File: config.mk
export PLATFORM = sky130hd
export DESIGN_NAME = tvrc_timer
export DESIGN_NICKNAME = d
export VERILOG_FILES = /design/src/hdl/tvrc_pkg.sv /design/src/hdl/tvrc_timer.sv /design/src/hdl/tvrc_byte_reg.sv
export SDC_FILE = /design/constraint.sdc
export NUM_CORES = 1
export LEC_CHECK = 0
export BUFFER_PORTS_ARGS = -buffer_cell sky130_fd_sc_hd__buf_2
export CELL_PAD_IN_SITES_DETAIL_PLACEMENT = 1
export CELL_PAD_IN_SITES_GLOBAL_PLACEMENT = 1
export CORE_MARGIN = 10
export CORE_UTILIZATION = 43
export CTS_CLUSTER_DIAMETER = 120
export DETAILED_ROUTE_END_ITERATION = 8
export PLACE_DENSITY = 0.82
export SYNTH_ARGS = -nofsm -noshare
export SYNTH_HDL_FRONTEND = slang
export SYNTH_SLANG_ARGS = --single-unit
File: constraint.sdc
create_clock -name clock -period 2.6 [get_ports clock]
set_clock_uncertainty 0.1 [all_clocks]
set_input_delay 0.26 -clock clock [delete_from_list [all_inputs] [get_ports clock]]
set_output_delay 0.26 -clock clock [all_outputs]
set_load 0.05 [all_outputs]
File: src/hdl/tvrc_pkg.sv
// Constants, register map and types of the timer value/reload/compare slice.
// Assumes an APB master with 32-bit data on the same clock as the timer.
//
// Notes on behaviour
// - Control bit 7 is the local enable of the low-half overflow and compare flag sources.
// - On single-output-pin variants the secondary output enable at bit 6 does not exist.
// - The count, reload and capture/compare registers clear to zero on every reset.
// - The count register holds the current count, all sixteen bits read/write in 16-bit mode.
// - In split mode the count register reads zero in its high byte and ignores high-byte writes.
// - A separate high-byte count register reaches the upper half in split mode.
// - The reload register holds the reload value, all sixteen bits read/write in 16-bit mode.
// - In split mode the reload register reads zero in its high byte and drops high-byte writes.
// - A separate high-byte reload register reaches the upper reload byte in split mode.
// - The capture/compare register supplies the match value and is loaded with captured counts.
// - In split mode the capture/compare register reads zero high and blocks high-byte writes.
// - A separate high-byte capture/compare register gives upper-byte access in split mode.
// - Width mode bit zero (reset) selects one 16-bit counter and one selects two 8-bit halves.
// - In split mode only, the low-half overflow flag sets whenever the low 8-bit timer overflows.
// - In split mode only, a low-byte match sets the low compare flag; no low-half capture.

package tvrc_pkg;

  // ==========================================================================
  // Bus
  // ==========================================================================
  localparam int unsigned APB_AW = 8;

  // Register indices; byte address is four times the index
  localparam logic [5:0] IDX_CTRL   = 6'h0B;
  localparam logic [5:0] IDX_CNT    = 6'h0C;
  localparam logic [5:0] IDX_RLD    = 6'h0D;
  localparam logic [5:0] IDX_CAP    = 6'h0E;
  localparam logic [5:0] IDX_CFG    = 6'h0F;
  localparam logic [5:0] IDX_CNT_HI = 6'h10;
  localparam logic [5:0] IDX_RLD_HI = 6'h11;
  localparam logic [5:0] IDX_CAP_HI = 6'h12;

  // ==========================================================================
  // Fields
  // ==========================================================================
  localparam int unsigned CTL_LCMP_BIT  = 0;
  localparam int unsigned CTL_LOVF_BIT  = 2;
  localparam int unsigned CTL_OE2_BIT   = 6;
  localparam int unsigned CTL_LIEN_BIT  = 7;
  localparam int unsigned CFG_SPLIT_BIT = 3;
  localparam int unsigned CFG_RUN_BIT   = 4;

  // ==========================================================================
  // Reset and fixed values
  // ==========================================================================
  localparam logic [15:0] VAL_RESET  = 16'h0000;
  localparam logic [7:0]  CTRL_RESET = 8'h00;
  localparam logic [7:0]  CFG_RESET  = 8'h00;
  localparam logic [7:0]  HI_HIDDEN  = 8'h00;
  localparam logic [7:0]  BYTE_MAX   = 8'hFF;
  localparam logic [15:0] WORD_MAX   = 16'hFFFF;
  localparam logic [31:0] RD_ZERO    = 32'h0000_0000;

  // ==========================================================================
  // Types
  // ==========================================================================
  typedef enum logic [0:0] {
    TVRC_IDLE   = 1'b0,
    TVRC_ACCESS = 1'b1
  } tvrc_apb_t;

endpackage

File: src/hdl/tvrc_timer.sv
// Timer value/reload/compare register slice with APB slave and low-half flags.
// Assumes APB on clock; cap_pin is asynchronous and synchronised here.
//
// Register access over APB is this design's own decision.
`timescale 1ns/1ns
`default_nettype none

module tvrc_timer
  import tvrc_pkg::*;
#(
  parameter bit SINGLE_PIN = 1'b0
) (
  // Clock and reset
  input  wire logic              clock,
  input  wire logic              rst,
  // APB slave
  input  wire logic              psel,
  input  wire logic              penable,
  input  wire logic              pwrite,
  input  wire logic [APB_AW-1:0] paddr,
  input  wire logic [31:0]       pwdata,
  output logic      [31:0]       prdata,
  output logic                   pready,
  output logic                   pslverr,
  // Timer pins
  input  wire logic              cap_pin,
  output logic                   secondary_output_enable,
  output logic                   low_half_irq,
  output logic                   split_width_mode
);

  // ==========================================================================
  // Helpers
  // ==========================================================================
  function automatic logic [1:0] lanes(input logic [5:0] idx, input logic [5:0] full,
                                       input logic [5:0] hi, input logic wr,
                                       input logic split);
    logic lo_en;
    logic hi_en;
    lo_en = wr && (idx == full);
    hi_en = wr && (((idx == full) && !split) || (idx == hi));
    return {hi_en, lo_en};
  endfunction

  function automatic logic [31:0] view16(input logic [15:0] v, input logic split);
    return {16'h0000, (split ? HI_HIDDEN : v[15:8]), v[7:0]};
  endfunction

  // ==========================================================================
  // State
  // ==========================================================================
  tvrc_apb_t   state_q, state_d;
  logic [31:0] prdata_q, prdata_d;
  logic        pready_q, pready_d;
  logic        pslverr_q, pslverr_d;
  logic        lien_q, lien_d;
  logic        oe2_q, oe2_d;
  logic        lovf_q, lovf_d;
  logic        lcmp_q, lcmp_d;
  logic        split_q, split_d;
  logic        run_q, run_d;
  logic        irq_q, irq_d;
  logic        cap_s1_q, cap_s2_q, cap_s3_q;
  logic [15:0] cnt_q, rld_q, cap_q;
  logic [15:0] cnt_nx;
  logic        cnt_ld, cap_ld;
  logic        lo_ovf, lo_match, cap_edge;
  logic [5:0]  idx;
  logic        hit, wr;
  logic [1:0]  cnt_we, rld_we, cap_we;
  logic [15:0] wd16;
  logic [7:0]  ctrl_rd, cfg_rd;

  assign idx = paddr[7:2];
  assign hit = (paddr[1:0] == 2'b00) &&
               ((idx >= IDX_CTRL) && (idx <= IDX_CAP_HI));
  assign wr  = (state_q == TVRC_ACCESS) && psel && penable && pwrite && !pslverr_q;

  // Byte registers carry their byte in bits 7:0, steered to the upper lane
  assign wd16   = (idx >= IDX_CNT_HI) ? {pwdata[7:0], pwdata[7:0]} : pwdata[15:0];
  assign cnt_we = lanes(idx, IDX_CNT, IDX_CNT_HI, wr, split_q);
  assign rld_we = lanes(idx, IDX_RLD, IDX_RLD_HI, wr, split_q);
  assign cap_we = lanes(idx, IDX_CAP, IDX_CAP_HI, wr, split_q);

  // ==========================================================================
  // Value registers
  // ==========================================================================
  tvrc_byte_reg u_cnt (
    .clock  (clock),
    .rst    (rst),
    .we_lo  (cnt_we[0]),
    .we_hi  (cnt_we[1]),
    .wdata  (wd16),
    .ld     (cnt_ld),
    .ld_val (cnt_nx),
    .q      (cnt_q)
  );

  tvrc_byte_reg u_rld (
    .clock  (clock),
    .rst    (rst),
    .we_lo  (rld_we[0]),
    .we_hi  (rld_we[1]),
    .wdata  (wd16),
    .ld     (1'b0),
    .ld_val (VAL_RESET),
    .q      (rld_q)
  );

  tvrc_byte_reg u_cap (
    .clock  (clock),
    .rst    (rst),
    .we_lo  (cap_we[0]),
    .we_hi  (cap_we[1]),
    .wdata  (wd16),
    .ld     (cap_ld),
    .ld_val (cnt_q),
    .q      (cap_q)
  );

  // ==========================================================================
  // Counting
  // ==========================================================================
  assign cap_edge = cap_s2_q && !cap_s3_q;

  always_comb begin
    lo_ovf   = split_q && run_q && (cnt_q[7:0] == BYTE_MAX);
    lo_match = split_q && run_q && (cnt_q[7:0] == cap_q[7:0]);
    cnt_ld   = run_q;
    cnt_nx   = cnt_q;
    if (split_q) begin
      cnt_nx[7:0]  = lo_ovf ? rld_q[7:0] : cnt_q[7:0] + 8'h01;
      cnt_nx[15:8] = (cnt_q[15:8] == BYTE_MAX) ? rld_q[15:8] : cnt_q[15:8] + 8'h01;
    end else begin
      cnt_nx = (cnt_q == WORD_MAX) ? rld_q : cnt_q + 16'h0001;
    end
    cap_ld = cap_edge && !split_q;
  end

  // ==========================================================================
  // Control, flags and bus
  // ==========================================================================
  always_comb begin
    ctrl_rd = CTRL_RESET;
    ctrl_rd[CTL_LIEN_BIT] = lien_q;
    ctrl_rd[CTL_OE2_BIT]  = oe2_q;
    ctrl_rd[CTL_LOVF_BIT] = lovf_q;
    ctrl_rd[CTL_LCMP_BIT] = lcmp_q;
    cfg_rd = CFG_RESET;
    cfg_rd[CFG_SPLIT_BIT] = split_q;
    cfg_rd[CFG_RUN_BIT]   = run_q;
  end

  always_comb begin
    state_d   = state_q;
    prdata_d  = prdata_q;
    pready_d  = 1'b0;
    pslverr_d = 1'b0;
    lien_d    = lien_q;
    oe2_d     = oe2_q;
    split_d   = split_q;
    run_d     = run_q;
    lovf_d    = lovf_q;
    lcmp_d    = lcmp_q;
    case (state_q)
      TVRC_IDLE: begin
        if (psel && !penable) begin
          state_d   = TVRC_ACCESS;
          pready_d  = 1'b1;
          pslverr_d = !hit;
          prdata_d  = RD_ZERO;
          if (hit && !pwrite) begin
            case (idx)
              IDX_CTRL:   prdata_d = {24'h000000, ctrl_rd};
              IDX_CNT:    prdata_d = view16(cnt_q, split_q);
              IDX_RLD:    prdata_d = view16(rld_q, split_q);
              IDX_CAP:    prdata_d = view16(cap_q, split_q);
              IDX_CFG:    prdata_d = {24'h000000, cfg_rd};
              IDX_CNT_HI: prdata_d = {24'h000000, cnt_q[15:8]};
              IDX_RLD_HI: prdata_d = {24'h000000, rld_q[15:8]};
              IDX_CAP_HI: prdata_d = {24'h000000, cap_q[15:8]};
              default:    prdata_d = RD_ZERO;
            endcase
          end
        end
      end
      TVRC_ACCESS: begin
        state_d = TVRC_IDLE;
      end
      default: begin
        state_d = TVRC_IDLE;
      end
    endcase
    if (wr && (idx == IDX_CTRL)) begin
      lien_d = pwdata[CTL_LIEN_BIT];
      oe2_d  = SINGLE_PIN ? 1'b0 : pwdata[CTL_OE2_BIT];
      lovf_d = lovf_q && pwdata[CTL_LOVF_BIT];
      lcmp_d = lcmp_q && pwdata[CTL_LCMP_BIT];
    end
    if (wr && (idx == IDX_CFG)) begin
      split_d = pwdata[CFG_SPLIT_BIT];
      run_d   = pwdata[CFG_RUN_BIT];
    end
    if (lo_ovf) begin
      lovf_d = 1'b1;
    end
    if (lo_match) begin
      lcmp_d = 1'b1;
    end
    irq_d = lien_d && (lovf_d || lcmp_d);
  end

  always_ff @(posedge clock or posedge rst) begin
    if (rst) begin
      state_q   <= TVRC_IDLE;
      prdata_q  <= RD_ZERO;
      pready_q  <= 1'b0;
      pslverr_q <= 1'b0;
      lien_q    <= 1'b0;
      oe2_q     <= 1'b0;
      lovf_q    <= 1'b0;
      lcmp_q    <= 1'b0;
      split_q   <= 1'b0;
      run_q     <= 1'b0;
      irq_q     <= 1'b0;
      cap_s1_q  <= 1'b0;
      cap_s2_q  <= 1'b0;
      cap_s3_q  <= 1'b0;
    end else begin
      state_q   <= state_d;
      prdata_q  <= prdata_d;
      pready_q  <= pready_d;
      pslverr_q <= pslverr_d;
      lien_q    <= lien_d;
      oe2_q     <= oe2_d;
      lovf_q    <= lovf_d;
      lcmp_q    <= lcmp_d;
      split_q   <= split_d;
      run_q     <= run_d;
      irq_q     <= irq_d;
      cap_s1_q  <= cap_pin;
      cap_s2_q  <= cap_s1_q;
      cap_s3_q  <= cap_s2_q;
    end
  end

  assign prdata                  = prdata_q;
  assign pready                  = pready_q;
  assign pslverr                 = pslverr_q;
  assign secondary_output_enable = oe2_q;
  assign low_half_irq            = irq_q;
  assign split_width_mode        = split_q;
endmodule

`default_nettype wire

File: src/hdl/tvrc_byte_reg.sv
// 16-bit register with separate byte-lane writes and a hardware load.
// Assumes the caller decides lane enables; a software lane write wins.
`timescale 1ns/1ns
`default_nettype none

module tvrc_byte_reg
  import tvrc_pkg::*;
(
  // Clock and reset
  input  wire logic        clock,
  input  wire logic        rst,
  // Software lanes
  input  wire logic        we_lo,
  input  wire logic        we_hi,
  input  wire logic [15:0] wdata,
  // Hardware load
  input  wire logic        ld,
  input  wire logic [15:0] ld_val,
  // Stored value
  output logic      [15:0] q
);

  logic [15:0] q_d;

  always_comb begin
    q_d = q;
    if (ld) begin
      q_d = ld_val;
    end
    if (we_lo) begin
      q_d[7:0] = wdata[7:0];
    end
    if (we_hi) begin
      q_d[15:8] = wdata[15:8];
    end
  end

  always_ff @(posedge clock or posedge rst) begin
    if (rst) begin
      q <= VAL_RESET;
    end else begin
      q <= q_d;
    end
  end

endmodule

`default_nettype wire

Yosys cells after proc, flatten, opt, wreduce, memory -nomap -nowiden:

Cells that the tools add are included.
W data, S select, Z words.

* $add $sub $neg: 3
* bitwise operators: 1
* order comparisons: 3
* muxes and demuxes: 26
* reductions and logical operators: 43
* equality and inequality tests: 12

Operators with widths (count)
* $pmux W16 S8: 1
* $mux W16: 6
* $mux W8: 9
* $eq A6 B4 Y1 const B: 5
* $logic_and A1 B1 Y1: 27
* $eq A6 B5 Y1 const B: 3
* $add A16 B1 Y16 const B: 1
* $add A8 B1 Y8 const B: 2
* $eq A16 B16 Y1 const B: 1
* $eq A8 B8 Y1 const B: 2
* $mux W1: 9
* $eq A8 B8 Y1: 1
* $reduce_bool A2 Y1: 4
* $ge A6 B4 Y1 const B: 1
* $ge A6 B5 Y1 const B: 1
* $le A6 B5 Y1 const B: 1
* $logic_not A1 Y1: 6
* $logic_or A1 B1 Y1: 4
* $logic_not A2 Y1: 1
* $pmux W1 S2: 1
* $reduce_and A2 Y1: 1
* $not A1 Y1: 1

* input bits: 46
* register bits: 93
* word-level logic and storage cells: 108

Logic depth before layout (Yosys ltp):

Gate-level depths: netlist of the first run.

* word-level depth: 9
* gate-level depth with buffers: 9

By module:

Synthesis of the first run repeated with hierarchy kept, for this count alone.

* cell total of the unflattened synthesis: 518
* area, all modules: 4794.6 um^2

By module, submodules not included
* tvrc_timer: cells each 311, seq. area each 700.7 um^2, times used 1, area each 2557.5 um^2
* tvrc_byte_reg: cells each 69, seq. area each 400.4 um^2, times used 3, area each 745.7 um^2

Worst setup path before layout of the first run:

Ideal clock, no wire load.

* path kind: flip-flop to flip-flop
* from: reg split_q (netlist: split_width_mode)
* to: reg u_cap.q[0]
* slack: 0.526 ns
* arrival time: 1.837 ns
* path buffers: 3
* setup time: 0.137 ns
* clock period less this slack: 2.074 ns
* stages on the path, launching flop included: 7
* cells stage by stage: dfrtp_1 > clkbuf_1 > nor3b_1 > buf_2 > buf_2 > mux2i_1 > a21oi_1

* cells in the longest elaborated chain, start to end: 3

RTL lines
* from (decl): line tvrc_timer.sv:60 `logic split_q, split_d;`
* from (signal assigned): line tvrc_timer.sv:238 `split_q <= split_d;`
* $logic_not A1 Y1: line tvrc_timer.sv:137 `cap_ld = cap_edge && !split_q;`
* $logic_and A1 B1 Y1: line tvrc_timer.sv:137
* $reduce_bool A2 Y1 (no source line)
* to (signal assigned): line tvrc_byte_reg.sv:42 `q <= q_d;`
* to (decl): line tvrc_byte_reg.sv:20 `output logic [15:0] q`

Every way passes these cells.
A chain may end at the register's enable or synchronous reset.

Worst setup path after layout of the first run:

* from: reg u_cnt.q[1]
* to: reg u_cnt.q[1]

* cells in the longest elaborated chain, start to end: 6

RTL lines
* from (decl): line tvrc_byte_reg.sv:20
* from (signal assigned): line tvrc_byte_reg.sv:42
* parallel branches: the longest is 3 deep, another holds $add A16 B1 Y16
* $mux W16 *: line tvrc_timer.sv:131 `if (split_q) begin`
* $mux W16 *: line tvrc_byte_reg.sv:27 `if (ld) begin`
* $mux W8 *: line tvrc_byte_reg.sv:30 `if (we_lo) begin`

Mark *: on every way between the ends. The select of a mux whose other input is x is not followed.

==> metrics.md, run 1 <==
| Metric | Value |
|---|---|
| DRT antenna net count | `0` |
| Multiplexer share of the synthesized area | `17.51%` |
| Final setup vio count | `0` |
| Num CTS Buffers | `9` |
| Top cell type by total area after synthesis | `dfrtp_1` |
| Worst relative slew slack | `50.72%` |
| Hold Worst Slack | `0.04114 ns` |
| Worst Setup End Kind | `flop` |
| Area after DPL | `5101 um2` |
| Worst path cell trace | `ha_1, nand3_1, nor2_1, buf_4, nand2_1, a211oi_1, o31ai_1` |
| Max H-tree Level | `3` |
| Sw power | `926.5 uW` |
| Synth Area in Compound Gates | `16.30%` |
| Post-synth EDFFs | `0` |
| Clock insertion delay at the later pin of the skew report | `0.36 ns` |
| Post-synthesis adder-cell area fraction | `0.5259%` |
| Vias per cell | `6.054` |
| # IOs | `83` |
| Status | `finished, final reports clean` |
| CTS Buffer Depth | `2` |
| Number of I/O port buffers | `50` |
| Die Y | `125.2 um` |
| Clk sinks | `76` |
| Area growth, synth to finish | `11.99%` |
| Aggregate global routing overflow | `0` |
| Hold Vio Cnt, Final | `0` |
| Setup TNS | `0 ns` |
| Sequential-to-total area share from yosys stat | `39.97%` |
| Layout cells sized above 1 | `22.98%` |
| #FFs+latches synth | `76` |
| Largest family of logic cells by synthesized area | `multiplexers` |
| Max Clk Rate | `412.5 MHz` |
| Slew @ Worst Pin | `0.7381 ns` |
| Ys async rst share | `100.0%` |
| Crit path launch type | `flop` |
| 1st-iter DRT viols | `420` |
| Number of max-cap violations | `0` |
| Synth area leaders | `dfrtp_1 (40%), mux2i_1 (12%), mux2_2 (4.3%), o21ai_0 (3.8%), nand2_1 (3.4%)` |
| DR pass1 iterations | `4` |
| Total Routed Length | `15460 um` |
| CTS root buf | `clkbuf_8` |
| Pint | `1.906 mW` |
| CP max FO | `8` |
| Crit-path max cell delay | `0.48 ns` |
| Worst EP arrival | `2.55 ns` |
| Core area | `10840 um2` |
| CP max stage cell | `dfrtp_1` |
| Dpl hpwl | `11610 um` |
| Seq pwr share | `46.6%` |
| Ys Warns | `0` |
| Die area | `15670 um2` |
| Sw Ratio | `32.71%` |
| Syn Area/Cell | `9.613 um2` |
| DRC | `0` |
| First-pass GRT wire length | `25340 um` |
| Min-delay worst type | `primary input to flop` |
| Antenna diodes | `0` |
| XOR/XNOR share of the synthesized area | `2.577%` |
| Initial antenna violation count | `0` |
| Clk pwr share | `34.5%` |
| Synth Area in Simple Gates | `16.51%` |
| WS Path Type | `flop to flop` |
| GRT Overall Usage | `19.71%` |
| Fillers | `1274` |
| # resized after CTS | `0` |
| CTS tree | `done` |
| Post-Syn Instances | `495` |
| Die Span X | `125.2 um` |
| Core Rows | `38` |
| Nets | `587` |
| Vias post-DR | `4141` |
| Largest net degree at the start of global routing | `43` |
| Drt wl/cell | `22.60 um` |
| Pwr per Cell Area | `531.5 nW/um2` |
| RSZ-0062 raised after global routing | `no` |
| Number of library cell types mapped by synthesis | `68` |
| Final period util | `93.25%` |
| Worst-path clk slew | `0.09 ns` |
| Post-route minimum period | `2.424 ns` |
| Initial Util | `43.89%` |
| Worst VDD drop | `0.0002202 V` |
| Final Slew Violations | `0` |
| Synth Flop Type | `dfrtp_1` |
| LEAKAGE | `2.400 nW` |
| Mapped Area | `4758 um2` |
| Via count of the first global-routing pass | `4509` |
| Post-synth top area share | `39.97%` |
| Design area | `5329 um2` |
| Critical Path RT | `2.73 ns` |
| GPL Wtd Cong | `0.9368` |
| Logic pwr share | `18.9%` |
## layout make-up
| cell class | count | area (um2) | area share, % |
|---|---|---|---|
| Tap cell | 140 | 175.2 | 3.287 |
| Multi-Input combinational cell | 376 | 2608 | 48.93 |
| Sequential cell | 76 | 1902 | 35.69 |
| Clock inverter | 6 | 70.07 | 1.315 |
| Clock buffer | 10 | 137.6 | 2.583 |
| Inverter | 7 | 26.28 | 0.4931 |
| Timing Repair Buffer | 69 | 410.4 | 7.701 |
## path summary, 6_finish.rpt
| kind | startpoint | end | slack [ns] | depth (start not counted) |
|---|---|---|---|---|
| setup / recovery | u_cnt.q[1] | u_cnt.q[1] | 0.18 | 7 |
| hold / removal | paddr[1] | pslverr | 0.04 | 3 |
| setup reg to reg | u_cnt.q[1] | u_cnt.q[1] | 0.18 | 7 |
| hold reg to reg | cap_s1_q | cap_s2_q | 0.28 | 0 |
| max in group asynchronous | rst | u_cnt.q[15] | 1.23 | 4 |
| min in group asynchronous | rst | prdata[7] | 0.47 | 3 |
## sequential cells by signal, summed over array words and instances (netlist names)
name,flops
cap_s1_q,1
cap_s2_q,1
cap_s3_q,1
cnt_ld,1
lcmp_q,1
lien_q,1
lovf_q,1
low_half_irq,1
prdata,16
pready,1
pslverr,1
secondary_output_enable,1
split_width_mode,1
u_cap.q,16
u_cnt.q,16
u_rld.q,16
## worst max-delay path, delay by kind of cell (launching register included)
kind	cells	cell delay, ns
AOI/OAI and AO/OA	2	0.44
and+or+nand+nor	3	0.75
DFF	1	0.48
adders and majority gates	1	0.27
buffers and inverters	1	0.25
## synthesized netlist by cell type (4+ instances only)
cell       n
mux2i_1   57
dfrtp_1   76
nor3_1     7
o21ai_0   36
nor4_1     5
a22o_1     8
nor2_1    34
a221oi_1   4
nand4_1    5
nand3_1   11
clkbuf_1  15
and3_1     6
a31oi_1   14
buf_2     15
xor2_1     9
inv_1      7
xnor2_1    5
nor2b_1    4
nand2_1   43
buf_4     17
a22oi_1    8
a21oi_1   23
mux2_2    18
## routing by layer
layer / part of all wire, % / global-route usage [%]
met3: 7.9 / 5.577
met5: 0 / 0
met1: 44 / 24.80
met2: 46 / 31.38
met4: 2.4 / 7.656
## timing repair
action                                 in CTS  in global routing
buffers inserted                            0                  0
hold buffers                                2                  0
endpoints found under the hold margin      35                  0
## logic make-up (layout without fill, tap and decap cells)
logic type                 Yosys count  count (layout)
and+or+nand+nor                    144             144
xor gates and xnor gates            14              14
adders and majority gates            2               2
muxes                               78              78
AOI/OAI and AO/OA                  122             122
DFF                                 76              76
buffers and inverters               58              92
other                                1              16
## power by group through the flow
stage	sequential, mW	clock (mW)	combinational [mW]
floorplan	1.30	0	0.410
global placement	1.33	0	0.501
detailed placement	1.34	0	0.522
CTS	1.31	0.982	0.531
global route	1.33	1.04	0.583
finish	1.32	0.978	0.536
## per-stage QoR
stage          worst slack [ns]  utilization [%]  std cells  power, mW
2_1_floorplan            0.3017                -        510      1.712
3_3_place_gp             0.3527            47.06        666      1.833
3_5_place_dp             0.3168            47.06        666      1.860
4_1_cts                  0.2555            49.16        684      2.829
5_1_grt                  0.1092            49.16        684      2.949
6_report                 0.1756            49.16        684      2.832
## layout by cell type (no fill, tap or decap), types with 6 or more instances in the layout
cell type / synthesis / layout
nor2_1: 34 / 34
nand3_1: 11 / 11
mux2i_1: 57 / 57
nand2_1: 43 / 43
a22oi_1: 8 / 8
buf_4: 17 / 16
o21ai_0: 36 / 36
nor3_1: 7 / 7
inv_1: 7 / 6
and3_1: 6 / 6
a21oi_1: 23 / 23
a22o_1: 8 / 8
conb_1: 1 / 16
dfrtp_1: 76 / 76
buf_2: 15 / 50
a31oi_1: 14 / 14
xor2_1: 9 / 9
clkbuf_8: 0 / 10
mux2_2: 18 / 18
Power figures use the tool's default switching activity.
==> run 2: changes to the inputs <==
--- a/config.mk
+++ b/config.mk
@@ -9,10 +9,11 @@
 export CELL_PAD_IN_SITES_DETAIL_PLACEMENT = 1
 export CELL_PAD_IN_SITES_GLOBAL_PLACEMENT = 1
 export CORE_MARGIN = 10
-export CORE_UTILIZATION = 43
+export CORE_UTILIZATION = 47
 export CTS_CLUSTER_DIAMETER = 120
 export DETAILED_ROUTE_END_ITERATION = 8
-export PLACE_DENSITY = 0.82
+export PLACE_DENSITY = 0.88
+export RECOVER_POWER = 100
 export SYNTH_ARGS = -nofsm -noshare
 export SYNTH_HDL_FRONTEND = slang
 export SYNTH_SLANG_ARGS = --single-unit
==> constraint.sdc (replaced) <==
create_clock -name clock -period 3 [get_ports clock]
set_clock_uncertainty 0.1 [all_clocks]
set_input_delay 0.3 -clock clock [delete_from_list [all_inputs] [get_ports clock]]
set_output_delay 0.3 -clock clock [all_outputs]
set_load 0.005 [all_outputs]
==> run 2 against run 1 <==
  * The flow now finishes with violations (max-capacitance violations, max-slew violations)
  * First-iteration DRC count rose by 18%
  * Utilization rose by 3.9 points
  * Power fell by 13%
  * Via count rose by 2.7%
  * Die area fell by 7.2%
  * Non-clock buffer count fell by 6
  * Design area fell by 2.2%
  * Clock power fell by 5.4%
  * Largest cell class unchanged
  * Largest power group unchanged
==> metrics.md, run 2 (synthesized netlist as in run 1, its figures left out) <==
| Metric | Value |
|---|---|
| Die Y | `120.6 um (-3.7%)` |
| Largest net degree at the start of global routing | `41 (-4.7%)` |
| Worst EP arrival | `2.92 ns (+0.37 ns)` |
| Critical Path RT | `3.18 ns (+0.45 ns)` |
| DR pass1 iterations | `5 (+1)` |
| Final Slew Violations | `38 (+38)` |
| WS Path Type | `primary input to flop` |
| DRC | `0 (unchanged)` |
| Area growth, synth to finish | `9.571%` |
| Status | `complete, but fails checks` |
| CP max FO | `21 (+13)` |
| GRT Overall Usage | `21.78% (+2.1 points)` |
| CTS root buf | `clkbuf_8` |
| Commonest non-fill, non-tap cell in the layout | `dfrtp_1` |
| Worst Setup End Kind | `flop` |
| Slew @ Worst Pin | `1.527 ns (+0.7887 ns)` |
| Antenna diodes | `0 (unchanged)` |
| Min-delay worst type | `primary input to flop` |
| Final setup vio count | `0 (unchanged)` |
| Core Rows | `36 (-5.3%)` |
| Vias post-DR | `4253 (+2.7%)` |
| Aggregate global routing overflow | `0 (unchanged)` |
| Clk sinks | `76 (unchanged)` |
| R2R setup slack | `0.27 ns (+0.09 ns)` |
| Die Span X | `120.6 um (-3.7%)` |
| Number of max-cap violations | `1 (+1)` |
| Worst-path clk slew | `0.09 ns (about the same)` |
| Initial Util | `48.46% (+4.6 points)` |
| Storage cell area | `1902 um2 (unchanged)` |
| DRT antenna net count | `0 (unchanged)` |
| PnR Total Power | `2.470 mW (-13%)` |
| # IOs | `83 (unchanged)` |
| Footprint of the multi-input gates | `2579 um2 (-1.1%)` |
| Worst VDD drop | `0.0003516 V (+60%)` |
| Max H-tree Level | `3 (unchanged)` |
| Post-route minimum period | `2.736 ns` |
| LEAKAGE | `2.272 nW (-5.3%)` |
| Die area | `14550 um2 (-7.2%)` |
| Failing checks | `max-capacitance violations, max-slew violations` |
| Final period util | `91.20%` |
| Core area | `9819 um2 (-9.4%)` |
| Via count of the first global-routing pass | `4491 (-0.40%)` |
| First-pass GRT wire length | `25310 um (-0.13%)` |
| GPL Wtd Cong | `0.9486 (+1.3%)` |
| 1st-iter DRT viols | `495 (+18%)` |
| RSZ-0062 raised after global routing | `no` |
| Number of I/O port buffers | `50 (unchanged)` |
| Fillers | `1183 (-7.1%)` |
| Max Clk Rate | `365.5 MHz` |
| CTS tree | `done` |
| CTS Buffer Depth | `2 (unchanged)` |
| Initial antenna violation count | `0 (unchanged)` |
| Clock insertion delay at the later pin of the skew report | `0.36 ns (about the same)` |
| Vias per cell | `6.338 (+4.7%)` |
| Layout cells sized above 1 | `16.36% (-6.6 points)` |
| Fin util | `53.10% (+3.9 points)` |
| # resized after CTS | `0 (unchanged)` |
| Setup TNS | `0 ns (unchanged)` |
| Crit path launch type | `primary input` |
| Most frequent cells in the layout | `dfrtp_1 (76), mux2i_1 (57), nand2_1 (43)` |
| Nets | `581 (-1.0%)` |
| Pwr per Cell Area | `473.8 nW/um2 (-11%)` |
| Drt wl/cell | `23.84 um (+5.5%)` |
| Total Routed Length | `16000 um (+3.5%)` |
| Num CTS Buffers | `9 (unchanged)` |
| Dpl hpwl | `11490 um (-0.99%)` |
| Hold Vio Cnt, Final | `0 (unchanged)` |
| Worst relative slew slack | `-1.901% (-53 points)` |
## run 2: cell types whose count changed in the layout (fill, tap and decap cells not counted), sizes merged
cell / change
buf: -31
clkbuf: +26
clkinvlp: -2
bufinv: +1
clkinv: +1
dlygate4sd3: -1
## run 2: what timing repair did
| action | 4_1_cts | 5_1_grt |
|---|---|---|
| hold buffers | 1 | 0 |
| endpoints found under the hold margin | 1 | 0 |
| setup buffers | 0 | 0 |
## run 2: layout make-up
| type | count | share of cell area [%] |
|---|---|---|
| Clock inverter | 6 | 1.800 |
| Timing Repair Buffer | 63 | 5.928 |
| Clock buffer | 10 | 2.640 |
| Sequential cell | 76 | 36.48 |
| Multi-Input combinational cell | 376 | 49.46 |
| Inverter | 7 | 0.5040 |
| Tap cell | 133 | 3.192 |
## run 2: metrics by stage
stage               area [um2]  setup WS, ns  hold WS, ns  cells
floorplan                 4815        0.6617       0.2312    510
global placement          5055        0.6734       0.2414    654
detailed placement        5055        0.5376       0.2525    654
CTS                       5296        0.5029      0.04133    671
global route              5214        0.1685      0.09161    671
finish                    5214        0.2639      0.09800    671
## run 2: path summary, 6_finish.rpt
path	to	startpoint	cells past startpoint
max reg2reg	u_cap.q[14]	split_width_mode	6
max in group asynchronous	u_rld.q[8]	rst	3
min reg2reg	cap_s2_q	cap_s1_q	0
min	pslverr	paddr[0]	3
min in group asynchronous	u_rld.q[12]	rst	2
max	prdata[5]	paddr[2]	7
## run 2: routing by layer
layer	wire, um	global-route usage, %	vias to the layer above
met5	0	0	-
met4	535	9.578	0
met3	1313	5.119	47
met2	7440	35.57	241
met1	6709	26.84	2110
li1	-	-	1855
## run 2: critical path, cell delays in order
cell and delay [ns]:
clkbuf_1 0.95, nor2b_1 0.65, clkbuf_1 0.35, nand2_1 0.09
o21ai_0 0.15, a22oi_1 0.20, o21ai_0 0.21
## run 2: power by group
part           switching [mW]  leakage (nW)  internal [mW]
registers              0.0852         0.923           1.07
logic                   0.237          1.24          0.152
clock network           0.426         0.113          0.499
total                   0.748          2.27           1.72
==> run 3: changes to the inputs <==
--- a/config.mk
+++ b/config.mk
@@ -5,14 +5,15 @@
 export SDC_FILE = /design/constraint.sdc
 export NUM_CORES = 1
 export LEC_CHECK = 0
+export ABC_CLOCK_PERIOD_IN_PS = 2400
 export BUFFER_PORTS_ARGS = -buffer_cell sky130_fd_sc_hd__buf_2
 export CELL_PAD_IN_SITES_DETAIL_PLACEMENT = 1
 export CELL_PAD_IN_SITES_GLOBAL_PLACEMENT = 1
 export CORE_MARGIN = 10
-export CORE_UTILIZATION = 47
+export CORE_UTILIZATION = 39
 export CTS_CLUSTER_DIAMETER = 120
 export DETAILED_ROUTE_END_ITERATION = 8
-export PLACE_DENSITY = 0.88
+export PLACE_DENSITY = 0.78
 export RECOVER_POWER = 100
 export SYNTH_ARGS = -nofsm -noshare
 export SYNTH_HDL_FRONTEND = slang
==> constraint.sdc (replaced) <==
create_clock -name clock -period 2.4 [get_ports clock]
set_clock_uncertainty 0.1 [all_clocks]
set_input_delay 0.24 -clock clock [delete_from_list [all_inputs] [get_ports clock]]
set_output_delay 0.24 -clock clock [all_outputs]
set_load 0.005 [all_outputs]
==> run 3 against run 2 <==
  * The flow now finishes without violations
  * Cell count up 4.9%
  * Sequential power rose by 22%
  * Register-to-register slack lost 0.10 ns
  * Sequential share of layout area decreased by 1.8 points
==> metrics.md, run 3 (synthesized netlist as in run 1, its figures left out) <==
| Metric | Value |
|---|---|
| Status | `finished, final reports clean` |
| Worst VDD drop | `0.0002549 V (-27%)` |
| Critical Path RT | `2.51 ns (-0.67 ns)` |
| Most frequent cells in the layout | `dfrtp_1 (76), mux2i_1 (57), nand2_1 (43)` |
| Layout cells sized above 1 | `20.83% (+4.5 points)` |
| GRT Overall Usage | `18.80% (-3.0 points)` |
| Worst hold path depth | `3 (unchanged)` |
| Worst EP arrival | `2.34 ns (-0.58 ns)` |
| Aggregate global routing overflow | `0 (unchanged)` |
| Vias post-DR | `4134 (-2.8%)` |
| Hold Vio Cnt, Final | `0 (unchanged)` |
| CP max stage cell | `or4_1` |
| DR pass1 iterations | `5 (unchanged)` |
| Crit path max-delay family | `simple AND/OR/NAND/NOR gates` |
| Initial antenna violation count | `0 (unchanged)` |
| First-pass GRT wire length | `24770 um (-2.1%)` |
| CTS tree | `done` |
| # IOs | `83 (unchanged)` |
| Drt wl/cell | `22.01 um (-7.7%)` |
| Final Non-Filler Cells | `704 (+4.9%)` |
| Via count of the first global-routing pass | `4417 (-1.6%)` |
| Final setup vio count | `0 (unchanged)` |
| DRT antenna net count | `0 (unchanged)` |
| Number of I/O port buffers | `50 (unchanged)` |
| Buf/Inv on CP | `0 (-2)` |
| CTS Buffer Depth | `2 (unchanged)` |
| Setup TNS | `0 ns (unchanged)` |
| Slew @ Worst Pin | `1.101 ns (-0.4255 ns)` |
| Number of max-cap violations | `0 (-1)` |
| Largest net degree at the start of global routing | `34 (-17%)` |
| Dpl hpwl | `11540 um (+0.40%)` |
| Number of buffers added for setup after CTS | `0 (unchanged)` |
| Nets | `600 (+3.3%)` |
| Reg2Reg Depth | `6 (unchanged)` |
| Final period util | `92.92%` |
| R2R setup slack | `0.17 ns (-0.10 ns)` |
| Area after DPL | `5207 um2 (+3.0%)` |
| CP max FO | `5 (-76%)` |
| Worst path cell trace | `ha_1, nand3_1, or4_1, nor3_1, or4_1, a22oi_1` |
| Final Slew Violations | `0 (-100%)` |
| Hold Worst Slack | `0.04430 ns (-0.05370 ns)` |
| CP startpoint | `u_cnt.q[0]` |
| Die Span X | `130.5 um (+8.2%)` |
| PnR Total Power | `3.440 mW (+39%)` |
| WS Path Type | `flop to flop` |
| Worst r2r dst | `u_cnt.q[9]` |
| CTS root buf | `clkbuf_16` |
| CP Depth | `6 (-1)` |
| Area growth, synth to finish | `15.41%` |
| Crit path launch type | `flop` |
| Worst-path clk slew | `0.06 ns (-0.03 ns)` |
| Post-route minimum period | `2.230 ns` |
| Core area | `11960 um2 (+22%)` |
| Pwr per Cell Area | `626.5 nW/um2 (+32%)` |
| 1st-iter DRT viols | `351 (-29%)` |
| Clock insertion delay at the later pin of the skew report | `0.35 ns (about the same)` |
| Worst setup path end | `u_cnt.q[9]` |
| Worst r2r src | `u_cnt.q[0]` |
| Total Routed Length | `15500 um (-3.2%)` |
| Max H-tree Level | `3 (unchanged)` |
| Max Clk Rate | `448.4 MHz` |
| Min-delay worst type | `primary input to flop` |
| Vias per cell | `5.872 (-7.4%)` |
| Worst relative slew slack | `26.50% (+28 points)` |
| Core Rows | `40 (+11%)` |
| RSZ-0062 raised after global routing | `no` |
| Num CTS Buffers | `9 (unchanged)` |
| Placed Instances | `686 (+4.9%)` |
| Die area | `17020 um2 (+17%)` |
| Initial Util | `39.78% (-8.7 points)` |
| Commonest non-fill, non-tap cell in the layout | `dfrtp_1` |
| Worst Setup End Kind | `flop` |
| Design area | `5492 um2 (+5.3%)` |
| GPL Wtd Cong | `0.9479 (about the same)` |
| Die Y | `130.5 um (+8.2%)` |
| Antenna diodes | `0 (unchanged)` |
| DRC | `0 (unchanged)` |
| Crit-path max cell delay | `0.71 ns (-0.24 ns)` |
| Clk sinks | `76 (unchanged)` |
| LEAKAGE | `2.444 nW (+7.6%)` |
| Cell repeated most along the worst path | `or4_1` |
## run 3: layer usage
metal	vias to the layer above	share of wire [%]	GRT usage [%]
met3	27	7.7	3.908
met2	159	45	29.74
met4	0	2.5	7.783
met1	2056	44	24.56
met5	-	0	0
li1	1892	-	-
## run 3: what timing repair did
| action | CTS | global route |
|---|---|---|
| resized for setup | 0 | 1 |
| endpoints found under the setup margin | 0 | 1 |
| hold endpoints to repair | 24 | 0 |
| hold buffers | 2 | 0 |
## run 3: how the worst min path moves through the flow
stage / start / endpoint
6_report: paddr[1] / pslverr
5_1_grt: paddr[1] / pslverr
4_1_cts: paddr[1] / pslverr
3_5_place_dp: cap_pin / cap_s1_q
3_3_place_gp: cap_s1_q / cap_s2_q
2_1_floorplan: cap_pin / cap_s1_q
## run 3: where the power goes
part	total (mW)	leakage [nW]	switching, mW	internal [mW]
clock	1.47	0.159	0.539	0.933
combinational	0.550	1.36	0.331	0.220
sequential	1.42	0.923	0.0762	1.34
total	3.44	2.44	0.945	2.50
## run 3: worst min-delay path, delay by kind of cell
family	cells	cell delay, ns
and+or+nand+nor	2	0.13
buffers and inverters	1	0.08
## run 3: stage by stage
stage / util [%] / setup WS [ns]
after floorplan: - / 0.1217
after global placement: 43.54 / 0.2859
after detailed placement: 43.54 / 0.2368
after CTS: 46.36 / 0.1306
after global routing: 45.91 / 0.06783
final: 45.91 / 0.1699
## run 3: layout make-up
cell class | instances | area (um2)
tap | 147 | 183.9
clock inverter | 5 | 75.07
fill | 1370 | 6470
timing repair buffer | 82 | 469.2
multi-input combinational | 376 | 2592
inverter | 7 | 26.28
clock buffer | 11 | 242.7
sequential | 76 | 1902
